$ cat config.mk
export PLATFORM = sky130hd
export DESIGN_NAME = dphyt_regs
export DESIGN_NICKNAME = d
export VERILOG_FILES = /design/src/hdl/dphyt_pkg.sv /design/src/hdl/dphyt_auto_calc.sv /design/src/hdl/dphyt_field.sv /design/src/hdl/dphyt_regs.sv
export VERILOG_INCLUDE_DIRS = /design/src /design/src/hdl
export SDC_FILE = /design/constraint.sdc
export NUM_CORES = 1
export LEC_CHECK = 0
export ABC_CLOCK_PERIOD_IN_PS = 12500
export CORE_MARGIN = 2
export CORE_UTILIZATION = 70
export CTS_BUF_LIST = sky130_fd_sc_hd__clkbuf_4 sky130_fd_sc_hd__clkbuf_8 sky130_fd_sc_hd__clkbuf_16
export CTS_CLUSTER_DIAMETER = 120
export DETAILED_ROUTE_END_ITERATION = 12
export DONT_BUFFER_PORTS = 1
export PLACE_DENSITY = 0.86
export RECOVER_POWER = 50
export REMOVE_ABC_BUFFERS = 1
export SYNTH_ARGS = -nofsm -noshare
export SYNTH_HDL_FRONTEND = slang
export SYNTH_SLANG_ARGS = --single-unit
export TNS_END_PERCENT = 5
$ cat constraint.sdc
create_clock -name pclk -period 12.5 [get_ports pclk]
set_clock_uncertainty 0.1 [all_clocks]
set_input_delay 1.25 -clock pclk [delete_from_list [all_inputs] [get_ports pclk]]
set_output_delay 1.25 -clock pclk [all_outputs]
set_load 0.01 [all_outputs]
$ cat src/hdl/dphyt_defs.svh
`ifndef DPHYT_DEFS_SVH
`define DPHYT_DEFS_SVH

// ****************************************
// Register indices (byte address = index * 4)
// ****************************************
`define DPHYT_IDX_CLK_ZERO 10'h041
`define DPHYT_IDX_CLK_TRAIL 10'h042
`define DPHYT_IDX_CLK_POST 10'h043
`define DPHYT_IDX_DATA_PREPARE 10'h044
`define DPHYT_IDX_DATA_ZERO 10'h045
`define DPHYT_IDX_DATA_TRAIL 10'h046
`define DPHYT_IDX_LANE_RATE 10'h030
`define DPHYT_NUM_TIMING 6

// ****************************************
// Field layout
// ****************************************
`define DPHYT_OVR_BIT 7
`define DPHYT_VAL_W 7
`define DPHYT_RATE_W 3

// ****************************************
// Reset values of the value fields (800 Mbps)
// ****************************************
`define DPHYT_RST_CLK_ZERO 7'h1b
`define DPHYT_RST_CLK_TRAIL 7'h0b
`define DPHYT_RST_CLK_POST 7'h0a
`define DPHYT_RST_DATA_PREPARE 7'h06
`define DPHYT_RST_DATA_ZERO 7'h0c
`define DPHYT_RST_DATA_TRAIL 7'h08
`define DPHYT_RST_LANE_RATE 3'h1

// ****************************************
// Lane rates in Mbps, for scaling
// ****************************************
`define DPHYT_MBPS_400 11'h190
`define DPHYT_MBPS_800 11'h320
`define DPHYT_MBPS_1200 11'h4b0
`define DPHYT_MBPS_1500 11'h5dc
`define DPHYT_MBPS_1600 11'h640
`define DPHYT_VAL_MAX 18'h0007f

`endif

$ cat src/hdl/dphyt_pkg.sv
package dphyt_pkg;

    // Lane rate selections, in register encoding order
    typedef enum logic [2:0] {
        RATE_400,
        RATE_800,
        RATE_1200,
        RATE_1500,
        RATE_1600
    } dphyt_rate_t;

    // Six timing intervals handed to the transmitter
    typedef struct packed {
        logic [6:0] clk_zero;
        logic [6:0] clk_trail;
        logic [6:0] clk_post;
        logic [6:0] data_prepare;
        logic [6:0] data_zero;
        logic [6:0] data_trail;
    } dphyt_timing_t;

endpackage

$ cat src/hdl/dphyt_auto_calc.sv
`timescale 1ns/10ps
`include "dphyt_defs.svh"

module dphyt_auto_calc (
    input wire logic pclk,
    input wire logic presetn,
    input wire logic [2:0] rate_sel,
    output dphyt_pkg::dphyt_timing_t auto_q
);

    // ****************************************
    // Rate scaling
    // ****************************************

    logic [10:0] mbps;
    dphyt_pkg::dphyt_timing_t auto_d;

    // Unknown codes fall back to 800 Mbps so intervals stay sane
    always_comb begin
        case (rate_sel)
            3'h0: mbps = `DPHYT_MBPS_400;
            3'h2: mbps = `DPHYT_MBPS_1200;
            3'h3: mbps = `DPHYT_MBPS_1500;
            3'h4: mbps = `DPHYT_MBPS_1600;
            default: mbps = `DPHYT_MBPS_800;
        endcase
    end

    // Intervals are in byte clocks, so they grow with the rate
    function automatic logic [6:0] scale(input logic [6:0] base, input logic [10:0] rate);
        logic [17:0] prod;
        logic [17:0] quot;
        prod = base * rate + 18'h00190;
        quot = prod / 18'h00320;
        if (quot > `DPHYT_VAL_MAX) begin
            scale = 7'h7f;
        end else begin
            scale = quot[6:0];
        end
    endfunction

    always_comb begin
        auto_d.clk_zero = scale(`DPHYT_RST_CLK_ZERO, mbps);
        auto_d.clk_trail = scale(`DPHYT_RST_CLK_TRAIL, mbps);
        auto_d.clk_post = scale(`DPHYT_RST_CLK_POST, mbps);
        auto_d.data_prepare = scale(`DPHYT_RST_DATA_PREPARE, mbps);
        auto_d.data_zero = scale(`DPHYT_RST_DATA_ZERO, mbps);
        auto_d.data_trail = scale(`DPHYT_RST_DATA_TRAIL, mbps);
    end

    // Recomputed every cycle; follows a rate change one edge later
    always_ff @(posedge pclk or negedge presetn) begin
        if (!presetn) begin
            auto_q <= {`DPHYT_RST_CLK_ZERO, `DPHYT_RST_CLK_TRAIL, `DPHYT_RST_CLK_POST,
                       `DPHYT_RST_DATA_PREPARE, `DPHYT_RST_DATA_ZERO, `DPHYT_RST_DATA_TRAIL};
        end else begin
            auto_q <= auto_d;
        end
    end

endmodule

$ cat src/hdl/dphyt_field.sv
`timescale 1ns/10ps
`include "dphyt_defs.svh"

module dphyt_field #(
    parameter logic [6:0] RESET_VALUE = 7'h00
) (
    input wire logic pclk,
    input wire logic presetn,
    input wire logic wr_en,
    input wire logic [7:0] wr_data,
    input wire logic [6:0] auto_val,
    output logic [7:0] rd_data,
    output logic [6:0] applied_q
);

    logic flag_q;
    logic [6:0] val_q;

    // Override flag always writable
    always_ff @(posedge pclk or negedge presetn) begin
        if (!presetn) begin
            flag_q <= 1'b0;
        end else if (wr_en) begin
            flag_q <= wr_data[`DPHYT_OVR_BIT];
        end
    end

    // Value only stored by a write that leaves override set
    always_ff @(posedge pclk or negedge presetn) begin
        if (!presetn) begin
            val_q <= RESET_VALUE;
        end else if (wr_en && wr_data[`DPHYT_OVR_BIT]) begin
            val_q <= wr_data[6:0];
        end
    end

    // Read-back shows the interval in force
    assign rd_data = {flag_q, flag_q ? val_q : auto_val};

    // Source select for the transmitter
    always_ff @(posedge pclk or negedge presetn) begin
        if (!presetn) begin
            applied_q <= RESET_VALUE;
        end else begin
            applied_q <= flag_q ? val_q : auto_val;
        end
    end
endmodule

$ cat src/hdl/dphyt_regs.sv
// Operation
// - Clock zero: bit 7 picks automatic or programmed; resets flag 0, value 0x1B
// - Clock trail: bit 7 picks automatic or programmed; resets to 0x0B
// - Clock post: bit 7 picks automatic or programmed; value resets 0xA
// - Data prepare: bit 7 picks automatic or programmed; value resets 0x6
// - Data zero: bit 7 picks automatic or programmed; resets to 0x0C
// - Data trail: bit 7 picks automatic or programmed; value resets 0x8
// - Flag clear: value field read-only, returns automatically computed interval in use
// - Flag set: value field read/write and drives the interval
// - Automatic values default to 800 Mbps, recomputed when lane rate changes
//
// The APB slave port was decided locally.
`timescale 1ns/10ps
`include "dphyt_defs.svh"

module dphyt_regs #(
    parameter int ADDR_W = 12
) (
    input wire logic pclk,
    input wire logic presetn,
    input wire logic psel,
    input wire logic penable,
    input wire logic pwrite,
    input wire logic [ADDR_W-1:0] paddr,
    input wire logic [31:0] pwdata,
    input wire logic [3:0] pstrb,
    output logic pready,
    output logic [31:0] prdata,
    output logic pslverr,
    output dphyt_pkg::dphyt_timing_t timing_q,
    output logic [2:0] lane_rate_q
);

    // ****************************************
    // Constants
    // ****************************************

    localparam int NT = `DPHYT_NUM_TIMING;
    localparam logic [41:0] RST_VEC = {`DPHYT_RST_CLK_ZERO, `DPHYT_RST_CLK_TRAIL,
        `DPHYT_RST_CLK_POST, `DPHYT_RST_DATA_PREPARE, `DPHYT_RST_DATA_ZERO,
        `DPHYT_RST_DATA_TRAIL};

    // ****************************************
    // APB handshake
    // ****************************************

    logic pready_q;
    logic pready_d;
    logic pslverr_q;
    logic [31:0] prdata_q;
    logic [31:0] prdata_d;
    logic access;
    logic commit;
    logic [9:0] word_idx;
    logic aligned;
    logic hit_rate;
    logic [NT-1:0] hit_timing;
    logic mapped;

    // One wait state: answer in the second access cycle
    assign access = psel && penable && !pready_q;
    assign commit = psel && penable && pready_q;
    assign pready_d = access;

    always_ff @(posedge pclk or negedge presetn) begin
        if (!presetn) begin
            pready_q <= 1'b0;
        end else begin
            pready_q <= pready_d;
        end
    end

    // ****************************************
    // Address decode
    // ****************************************

    // Upper address bits beyond the word index are not checked; only paddr[11:2] is decoded, with paddr[1:0] checked for alignment
    assign word_idx = paddr[11:2];
    assign aligned = (paddr[1:0] == 2'h0);

    always_comb begin
        hit_rate = 1'b0;
        hit_timing = '0;
        if (!aligned) begin
            hit_rate = 1'b0;
        end else if (word_idx == `DPHYT_IDX_LANE_RATE) begin
            hit_rate = 1'b1;
        end else if (word_idx == `DPHYT_IDX_CLK_ZERO) begin
            hit_timing[0] = 1'b1;
        end else if (word_idx == `DPHYT_IDX_CLK_TRAIL) begin
            hit_timing[1] = 1'b1;
        end else if (word_idx == `DPHYT_IDX_CLK_POST) begin
            hit_timing[2] = 1'b1;
        end else if (word_idx == `DPHYT_IDX_DATA_PREPARE) begin
            hit_timing[3] = 1'b1;
        end else if (word_idx == `DPHYT_IDX_DATA_ZERO) begin
            hit_timing[4] = 1'b1;
        end else if (word_idx == `DPHYT_IDX_DATA_TRAIL) begin
            hit_timing[5] = 1'b1;
        end
    end

    assign mapped = hit_rate || (|hit_timing);

    // Error flag rides with pready; unmapped writes change nothing
    always_ff @(posedge pclk or negedge presetn) begin
        if (!presetn) begin
            pslverr_q <= 1'b0;
        end else begin
            pslverr_q <= access && !mapped;
        end
    end

    // ****************************************
    // Lane rate selection
    // ****************************************

    logic rate_we;
    logic rate_ok;

    // Codes past the last rate are refused so the stored code stays legal
    assign rate_ok = (pwdata[2:0] <= 3'(dphyt_pkg::RATE_1600));
    assign rate_we = commit && pwrite && pstrb[0] && hit_rate && rate_ok;

    always_ff @(posedge pclk or negedge presetn) begin
        if (!presetn) begin
            lane_rate_q <= `DPHYT_RST_LANE_RATE;
        end else if (rate_we) begin
            lane_rate_q <= pwdata[2:0];
        end
    end

    // ****************************************
    // Automatic timing and the six registers
    // ****************************************

    dphyt_pkg::dphyt_timing_t auto_q;
    logic [41:0] auto_vec;
    logic [41:0] applied_vec;
    logic [NT*8-1:0] rd_vec;
    logic [NT-1:0] field_we;

    // Recompute on every rate change
    dphyt_auto_calc u_auto (
        .pclk(pclk),
        .presetn(presetn),
        .rate_sel(lane_rate_q),
        .auto_q(auto_q)
    );

    assign auto_vec = auto_q;

    // Index 0 is clock zero, the most significant slice of the struct
    for (genvar i = 0; i < NT; i++) begin : g_field
        assign field_we[i] = commit && pwrite && pstrb[0] && hit_timing[i];

        dphyt_field #(
            .RESET_VALUE(RST_VEC[(NT-1-i)*7 +: 7])
        ) u_field (
            .pclk(pclk),
            .presetn(presetn),
            .wr_en(field_we[i]),
            .wr_data(pwdata[7:0]),
            .auto_val(auto_vec[(NT-1-i)*7 +: 7]),
            .rd_data(rd_vec[i*8 +: 8]),
            .applied_q(applied_vec[(NT-1-i)*7 +: 7])
        );
    end

    assign timing_q = applied_vec;

    // ****************************************
    // Read data
    // ****************************************

    // Captured in the first access cycle, before any write lands
    always_comb begin
        prdata_d = 32'h00000000;
        if (hit_rate) begin
            prdata_d = {29'h00000000, lane_rate_q};
        end else begin
            for (int k = 0; k < NT; k++) begin
                if (hit_timing[k]) begin
                    prdata_d = {24'h000000, rd_vec[k*8 +: 8]};
                end
            end
        end
    end

    // Held between answers so the bus sees no glitches
    always_ff @(posedge pclk or negedge presetn) begin
        if (!presetn) begin
            prdata_q <= 32'h00000000;
        end else if (access && !pwrite) begin
            prdata_q <= prdata_d;
        end
    end

    assign pready = pready_q;
    assign prdata = prdata_q;
    assign pslverr = pslverr_q;

    logic out_of_reset_q;

    // Marks the first edge after reset release
    always_ff @(posedge pclk or negedge presetn) begin
        if (!presetn) begin
            out_of_reset_q <= 1'b0;
        end else begin
            out_of_reset_q <= 1'b1;
        end
    end
endmodule

==> results of run 1 <==
report_power, final:
group / switching (mW) / internal, mW
clock network: 0.200 / 0.261
registers: 0.00105 / 0.465
logic: 0.0158 / 0.00758
total: 0.217 / 0.734
synth_stat cells, types with 5 or more instances:
| cell type | instances | area (um^2) |
|---|---|---|
| o31ai_1 | 8 | 60.1 |
| clkbuf_1 | 34 | 128 |
| nand2b_1 | 7 | 43.8 |
| mux2_2 | 86 | 968 |
| ha_1 | 51 | 638 |
| a211oi_1 | 15 | 113 |
| nor3b_1 | 10 | 75.1 |
| and3_1 | 15 | 93.8 |
| a21oi_1 | 60 | 300 |
| o211ai_1 | 10 | 75.1 |
| o22ai_1 | 8 | 50.1 |
| or2_2 | 8 | 50.1 |
| a21o_1 | 15 | 113 |
| mux2i_1 | 19 | 190 |
| dfstp_2 | 43 | 1130 |
| o21ai_0 | 58 | 290 |
| nand3_1 | 34 | 170 |
| and2_1 | 9 | 56.3 |
| buf_4 | 25 | 188 |
| fa_1 | 10 | 200 |
| xnor2_1 | 36 | 315 |
| nor4_1 | 8 | 50.1 |
| or3_1 | 9 | 56.3 |
| a22oi_1 | 9 | 67.6 |
| a31oi_1 | 17 | 106 |
| buf_2 | 8 | 40.0 |
| inv_1 | 57 | 214 |
| nor3_1 | 24 | 120 |
| a311oi_1 | 5 | 43.8 |
| nor2_1 | 80 | 300 |
| nand2_1 | 88 | 330 |
| xor2_1 | 21 | 184 |
| a221oi_1 | 5 | 43.8 |
| dfrtp_1 | 100 | 2500 |
| nor2b_1 | 9 | 56.3 |
| o211a_1 | 6 | 60.1 |
| buf_1 | 8 | 30.0 |
| o2111ai_1 | 5 | 43.8 |
state kept, by name, indices dropped and copies added (netlist names):
name,cells
g_field.u_field.applied_q,42
g_field.u_field.val_q,42
u_auto.auto_q,40
prdata,8
g_field.u_field.flag_q,6
lane_rate_q,3
pready,1
pslverr,1
through the flow:
| stage | worst slack [ns] | cell area (um^2) | util (%) | cells | hold WS (ns) |
|---|---|---|---|---|---|
| floorplan | 5.60 | 10200 | - | 1067 | 0.347 |
| global placement | 5.14 | 10500 | 71.6 | 1260 | 0.381 |
| detailed placement | 4.95 | 10500 | 71.6 | 1260 | 0.387 |
| CTS | 4.90 | 11000 | 75.4 | 1292 | 0.404 |
| global route | 4.21 | 11000 | 75.4 | 1292 | 0.404 |
| finish | 4.76 | 11000 | 75.4 | 1292 | 0.405 |
critical path: cells and delay by family, from the launching register on:
family | cells | cell delay, ns
AND/OR/NAND/NOR | 10 | 2.72
AO/OA/AOI/OAI | 6 | 1.50
adder cells (fa/ha/maj) | 4 | 1.43
flip-flops | 1 | 1.02
buffers and inverters | 3 | 0.59
XOR/XNOR | 1 | 0.31
worst paths after layout:
check	endpoint	cells after the start	startpoint
max	u_auto.auto_q[28]	24	lane_rate_q[0]
min	g_field[0].u_field.val_q[2]	1	g_field[0].u_field.val_q[2]
max reg2reg	u_auto.auto_q[28]	24	lane_rate_q[0]
min reg2reg	g_field[0].u_field.val_q[2]	1	g_field[0].u_field.val_q[2]
max in group asynchronous	u_auto.auto_q[39]	0	presetn
min in group asynchronous	g_field[2].u_field.applied_q[4]	0	presetn
final cells by class:
class | count | share of cell area [%]
Tap cell | 184 | 2.09
Inverter | 59 | 2.01
Timing Repair Buffer | 9 | 0.614
Clock buffer | 18 | 3.99
Clock inverter | 14 | 1.01
Sequential cell | 143 | 33.0
Multi-Input combinational cell | 865 | 57.3
routing by layer:
metal | GRT usage (%) | share of wire [%] | vias up
li1 | - | - | 3943
met1 | 46.9 | 40 | 4180
met3 | 6.58 | 8.9 | 100
met4 | 14.3 | 4.0 | 0
met5 | 0 | 0 | -
met2 | 58.1 | 47 | 529
logic make-up (layout without fill, tap and decap cells):
logic type / Yosys count / count (layout) / share of synthesized area, %
muxes: 107 / 107 / 11.4
buffers and inverters: 136 / 100 / 6.01
AOI/OAI and AO/OA: 278 / 278 / 18.3
other: 2 / 28 / 0.0718
and+or+nand+nor: 328 / 328 / 15.7
adders and majority gates: 62 / 62 / 8.11
xor gates and xnor gates: 62 / 62 / 5.73
DFF: 143 / 143 / 34.7
==> flow_summary.rst, run 1 <==
.. list-table::
   :header-rows: 1

   * - Metric
     - Value
   * - Required time at the worst-slack endpoint
     - 12.77 ns
   * - Cell chain of the critical path
     - nor2_1, inv_1, nor2_1, nor2_1, inv_1, ha_1, ha_1, and2_1, ha_1, nand2_1, a211oi_1, nor2_1, nor3_1, a21oi_1, a31o_2, xnor2_2, inv_1, ha_1, a2111oi_0, o31ai_1, a21boi_0, nor3_1, or4_1, nand3_1
   * - Sequential cell area
     - 3630 um^2
   * - Total number of clock tree sinks
     - 143
   * - Die outline width
     - 126 um
   * - Overall track demand over capacity in global routing
     - 35.5%
   * - Post-CTS Setup Repair Bufs
     - 0
   * - Number of antenna cells inserted
     - 0
   * - Worst max-slew margin expressed relative to the limit
     - 3.33%
   * - Number of hold violations in the final report
     - 0
   * - Worst-case clock buffer depth
     - 2
   * - Count of final max-slew check failures
     - 0
   * - Source-to-sink clock delay at the later pin of the worst-skew pair
     - 0.43 ns
   * - Startpoint types
     - register
   * - Total area of multi-input combinational cells
     - 6300 um^2
   * - Total Routed Length
     - 28.1 mm
   * - Instance count of the mapped netlist
     - 1,118
   * - Final global-route overflow total
     - 0
   * - Commonest cells after routing, fill and taps aside
     - dfrtp_1 (100), nand2_1 (88), nor2_1 (80), mux2_2 (63), a21oi_1 (60)
   * - Post-synthesis cell area
     - 10,500 um^2
   * - Setup-failing EPs final
     - 0
   * - Max IR drop VDD
     - 0.101 mV
   * - Wire length of the first global-routing pass
     - 44.8 mm
   * - Total number of yosys warnings
     - 0
   * - Count of antenna-violating nets left after detailed routing
     - 0
   * - First-iteration detailed-routing DRC count
     - 1,114
   * - Chip Height
     - 126 um
   * - Weighted congestion at the end of routability-driven global placement
     - 0.929
   * - Standard cell with the maximum stage delay on the critical path
     - dfstp_2
   * - Critical path arrival
     - 8.01 ns
   * - DPL Wire Length
     - 19.6 mm
   * - Prevailing post-synth register cell
     - dfrtp_1
   * - Length of the first detailed-routing pass in iterations
     - 6
   * - Sequential element share of the synthesized area
     - 34.7%
   * - Max-cap viol count
     - 0
   * - Number of enable flip-flop cells after synthesis
     - 0
   * - Setup CP Type
     - register to register
   * - Overall via count from detail_route
     - 8,752
   * - Synth Area per Inst
     - 9.36 um^2
   * - Maximum level of the CTS H-tree
     - 4
   * - Total of flip-flops plus latches after synthesis
     - 143
   * - Worst-path maximum fanout
     - 26
   * - Post-route DRC
     - 0
   * - Area growth, synth to finish
     - 5.14%
   * - Unrepaired setup endpoints after global routing
     - no
   * - Number of buffers added by the clock tree synthesis step
     - 17
   * - Fraction of final layout cells sized beyond drive strength 1
     - 16.1%
   * - Run status
     - complete, no violations
   * - # rows
     - 44
   * - Via density
     - 6.77
   * - Maximum clock frequency
     - 0.129 GHz
   * - Setup crit end kind
     - register
   * - Number of hold buffers added after CTS
     - 0
   * - PostCTS Resize Cnt
     - 0
   * - Die area
     - 15,900 um^2
   * - FF-to-FF setup slack
     - 4.76 ns
   * - Via count of the first global-routing pass
     - 8,345
   * - Pin count of the biggest net entering global routing
     - 144
   * - Clock Tree Root
     - clkbuf_16
   * - Floorplan Core Area
     - 14,600 um^2
   * - Distinct cell type count after synthesis
     - 92
   * - Leakage
     - 4.97 nW
   * - Slowest cell delay on critical path
     - 1.02 ns
   * - Power density of the placed cells
     - 86.4 nW/um^2
   * - Async set-reset flop share out of synthesis
     - 100%
   * - Shortest clock period the worst path allows after layout
     - 7.74 ns
   * - TritonCTS clock tree
     - built
   * - Filler cell count
     - 963
   * - Number of top-level pins
     - 132
   * - Number of nets in the finished design
     - 1,209
   * - Number of port buffers
     - 0
   * - Setup TNS
     - 0 ns
   * - Number of antenna violations at the first check in global routing
     - 0
   * - Class of the most critical hold timing path
     - register to register
   * - Initial cell density of the core
     - 71.7%
   * - Least-Margin Pin Slew
     - 1.44 ns
   * - Final Power
     - 0.951 mW
   * - Period Utilization, post-route
     - 61.9%
   * - Final routed wire length divided by cell count
     - 21.7 um
   * - Post-CTS clock slew at the launch and capture registers of the worst setup and hold paths
     - 0.06 ns
   * - Most common cell after layout, fill and taps aside
     - dfrtp_1
Note: power is estimated with default switching activity, not from simulation.
==> inputs of run 2 (changes only) <==
--- a/config.mk
+++ b/config.mk
@@ -6,14 +6,14 @@
 export SDC_FILE = /design/constraint.sdc
 export NUM_CORES = 1
 export LEC_CHECK = 0
-export ABC_CLOCK_PERIOD_IN_PS = 12500
+export ABC_CLOCK_PERIOD_IN_PS = 7200
 export CORE_MARGIN = 2
-export CORE_UTILIZATION = 70
+export CORE_UTILIZATION = 65
 export CTS_BUF_LIST = sky130_fd_sc_hd__clkbuf_4 sky130_fd_sc_hd__clkbuf_8 sky130_fd_sc_hd__clkbuf_16
 export CTS_CLUSTER_DIAMETER = 120
 export DETAILED_ROUTE_END_ITERATION = 12
 export DONT_BUFFER_PORTS = 1
-export PLACE_DENSITY = 0.86
+export PLACE_DENSITY = 0.81
 export RECOVER_POWER = 50
 export REMOVE_ABC_BUFFERS = 1
 export SYNTH_ARGS = -nofsm -noshare
==> constraint.sdc (replaced) <==
create_clock -name pclk -period 7.2 [get_ports pclk]
set_clock_uncertainty 0.1 [all_clocks]
set_input_delay 0.72 -clock pclk [delete_from_list [all_inputs] [get_ports pclk]]
set_output_delay 0.72 -clock pclk [all_outputs]
set_load 0.01 [all_outputs]
==> run 2 against run 1 <==
  * Sequential share of layout area down 0.69 points
  * Sequential power up 74%
  * The run now ends with max-capacitance violations, max-slew violations left
  * Non-clock buffer count up 16
  * Wire length up 2.9%
  * Cell count up 3.7%
==> flow_summary.rst, run 2 (synthesized netlist as in run 1, its figures left out) <==
.. list-table::
   :header-rows: 1

   * - Metric
     - Value
   * - Power density of the placed cells
     - 157 nW/um^2 (+82%)
   * - Max-cap viol count
     - 1 (+1)
   * - Worst Path Buf+Inv
     - 3 (unchanged)
   * - Initial cell density of the core
     - 66.1% (-5.6 points)
   * - Weighted congestion at the end of routability-driven global placement
     - 0.948 (+2.0%)
   * - Commonest cells after routing, fill and taps aside
     - dfrtp_1 (100), nand2_1 (88), nor2_1 (80), mux2_2 (63), a21oi_1 (59)
   * - Die outline width
     - 131 um (+3.7%)
   * - Via density
     - 6.60 (-2.6%)
   * - Internal power component
     - 1.39 mW (+89%)
   * - Class of the most critical hold timing path
     - primary input to asynchronous set/reset pin
   * - Largest delay contributor family on the critical path
     - compound AO/OA/AOI/OAI gates
   * - First-iteration detailed-routing DRC count
     - 961 (-14%)
   * - Setup CP Type
     - register to register
   * - # rows
     - 46 (+4.5%)
   * - Wire length of the first global-routing pass
     - 45.4 mm (+1.3%)
   * - Most repeated library cell on the critical path
     - a21oi_1
   * - Clock Tree Root
     - clkbuf_16
   * - Share of power burned in the clock network
     - 51.2% (+2.7 points)
   * - Most common cell after layout, fill and taps aside
     - dfrtp_1
   * - Number of placed cells counting well taps
     - 1,307 (+3.7%)
   * - Setup TNS
     - 0 ns (unchanged)
   * - Number of top-level pins
     - 132 (unchanged)
   * - Maximum clock frequency
     - 0.148 GHz (+15%)
   * - Cell chain of the critical path
     - buf_4, nand2b_1, a21oi_1, inv_1, ha_1, inv_1, fa_1, xnor2_1, xnor2_1, ha_1, o21a_1, o21ai_0, a21oi_1, o211ai_1, a31oi_1, o311ai_0, a21oi_1, nor3b_1, a221o_1, o211ai_1, nor3b_1, mux2_2, a21o_1
   * - Area growth, synth to finish
     - 7.39%
   * - Number of antenna cells inserted
     - 0 (unchanged)
   * - Number of port buffers
     - 0 (unchanged)
   * - Fraction of final layout cells sized beyond drive strength 1
     - 17.3% (+1.3 points)
   * - Post-CTS clock slew at the launch and capture registers of the worst setup and hold paths
     - 0.07 ns (about the same)
   * - Worst-case clock buffer depth
     - 2 (unchanged)
   * - Required time at the worst-slack endpoint
     - 7.43 ns (-5.34 ns)
   * - Shortest clock period the worst path allows after layout
     - 6.75 ns (-0.989 ns)
   * - Filler cell count
     - 1,170 (+21%)
   * - Post-route DRC
     - 0 (unchanged)
   * - Setup-failing EPs final
     - 0 (unchanged)
   * - Overall track demand over capacity in global routing
     - 34.5% (-1.0 points)
   * - Pin count of the biggest net entering global routing
     - 101 (-30%)
   * - Length of routed wiring on met1
     - 11.7 mm (+3.3%)
   * - Overall via count from detail_route
     - 8,843 (+1.0%)
   * - Number of antenna violations at the first check in global routing
     - 0 (unchanged)
   * - Net switching power
     - 0.374 mW (+72%)
   * - Regs by FF count
     - g_field.u_field.applied_q: 42 flops, g_field.u_field.val_q: 42 flops, u_auto.auto_q: 40 flops
   * - Max IR drop VDD
     - 0.182 mV (+81%)
   * - Critical path arrival
     - 6.99 ns (-1.02 ns)
   * - Die area
     - 17,100 um^2 (+7.4%)
   * - TritonCTS clock tree
     - built
   * - Via count of the first global-routing pass
     - 8,289 (-0.67%)
   * - Slowest cell delay on critical path
     - 0.71 ns (-0.31 ns)
   * - Count of antenna-violating nets left after detailed routing
     - 0 (unchanged)
   * - DPL Wire Length
     - 20.5 mm (+4.6%)
   * - Number of buffers added by the clock tree synthesis step
     - 17 (unchanged)
   * - Worst-path maximum fanout
     - 12 (-54%)
   * - Switching power as a share of total power
     - 21.2% (-1.6 points)
   * - Floorplan Core Area
     - 15,800 um^2 (+8.5%)
   * - Total Routed Length
     - 28.9 mm (+2.9%)
   * - Startpoint types
     - register
   * - Number of nets in the finished design
     - 1,225 (+1.3%)
   * - Final global-route overflow total
     - 0 (unchanged)
   * - Total number of clock tree sinks
     - 143 (unchanged)
   * - Chip Height
     - 131 um (+3.7%)
   * - Maximum level of the CTS H-tree
     - 4 (unchanged)
   * - Number of hold violations in the final report
     - 0 (unchanged)
   * - Final routed wire length divided by cell count
     - 21.6 um (-0.74%)
   * - Highest metal layer with signal wires
     - met4
   * - Count of final max-slew check failures
     - 101 (+101)
   * - Setup crit end kind
     - register
   * - Worst max-slew margin expressed relative to the limit
     - -250% (-250 points)
   * - Combinational cell fraction of total power
     - 2.9% (+0.4 points)
   * - Least-Margin Pin Slew
     - 5.25 ns (+3.81 ns)
   * - Source-to-sink clock delay at the later pin of the worst-skew pair
     - 0.42 ns (about the same)
   * - Post-CTS Setup Repair Bufs
     - 0 (unchanged)
   * - Length of the first detailed-routing pass in iterations
     - 6 (unchanged)
   * - Standard cell with the maximum stage delay on the critical path
     - nor3b_1
   * - Period Utilization, post-route
     - 93.8% (+32 points)
   * - Run status
     - finished, violations left
   * - Finished Layout Cells
     - 1,340 (+3.7%)
   * - Leakage
     - 5.09 nW (+2.5%)
   * - Detailed-routed wire length on met3
     - 2.71 mm (+7.9%)
   * - Sequential cell fraction of total power
     - 45.9% (-3.1 points)
   * - Total met2 wirelength after detailed routing
     - 13.4 mm (+2.1%)
   * - Unrepaired setup endpoints after global routing
     - no
   * - Violated checks
     - max-capacitance violations, max-slew violations
run 2: cell types whose count changed in the layout (fill, tap and decap cells not counted):
cell,previous run,this run
buf_4,9,24
bufinv_16,0,3
clkinvlp_4,5,2
a21oi_1,60,59
a21oi_2,0,1
clkbuf_1,0,1
clkbuf_4,0,1
clkbuf_8,1,2
inv_6,3,2
inv_8,1,0
nor4_1,8,7
nor4_2,0,1
run 2: worst paths after layout:
| path | start | end | slack [ns] | cells after the start |
|---|---|---|---|---|
| worst min-delay path | presetn | g_field[0].u_field.applied_q[4] | 0.03 | 0 |
| worst min register to register | g_field[2].u_field.val_q[2] | g_field[2].u_field.val_q[2] | 0.40 | 1 |
| worst max-delay path | lane_rate_q[2] | u_auto.auto_q[36] | 0.45 | 23 |
| worst max register to register | lane_rate_q[2] | u_auto.auto_q[36] | 0.45 | 23 |
| min in group pclk | pwdata[4] | g_field[2].u_field.val_q[4] | 0.35 | 1 |
| max in group asynchronous | presetn | g_field[5].u_field.val_q[0] | 1.93 | 1 |
run 2: layer usage:
layer / track usage (%) / vias to the layer above
li1: - / 3975
met4: 15.4 / 0
met3: 6.92 / 94
met5: 0 / -
met2: 55.1 / 538
met1: 45.6 / 4236
run 2: metrics by stage:
| step | util (%) | total power [mW] | hold slack, ns | cell area, um^2 | setup WS (ns) |
|---|---|---|---|---|---|
| 2_1_floorplan | - | 0.855 | 0.324 | 10200 | 0.303 |
| 3_3_place_gp | 67.0 | 0.861 | 0.328 | 10600 | 0.624 |
| 5_1_grt | 71.0 | 1.82 | 0.0177 | 11200 | 0.0362 |
| 6_report | 71.0 | 1.76 | 0.0319 | 11200 | 0.446 |
| 3_5_place_dp | 67.0 | 0.862 | 0.327 | 10600 | 0.575 |
| 4_1_cts | 71.1 | 1.76 | 0.0373 | 11300 | 0.523 |
run 2: timing repair:
item                       in CTS  in global routing
gates resized for setup         0                  1
setup endpoints to repair       0                  1
hold buffers                    1                  0
hold endpoints to repair      100                  0
run 2: cell type report:
| class | instances | area (um^2) | share of cell area [%] |
|---|---|---|---|
| multi-input cells | 865 | 6310 | 56.2 |
| well taps | 216 | 270 | 2.40 |
| clock buffers | 20 | 460 | 4.10 |
| inverters | 59 | 221 | 1.97 |
| repair buffers | 25 | 184 | 1.64 |
| clock inverters | 12 | 159 | 1.41 |
| flip-flops and latches | 143 | 3630 | 32.3 |
run 2: power groups by stage:
stage / registers [mW] / logic (mW) / clock network (mW)
global placement: 0.823 / 0.0385 / 0
global route: 0.809 / 0.0579 / 0.950
finish: 0.810 / 0.0514 / 0.904
CTS: 0.810 / 0.0523 / 0.900
floorplan: 0.823 / 0.0320 / 0
detailed placement: 0.823 / 0.0391 / 0
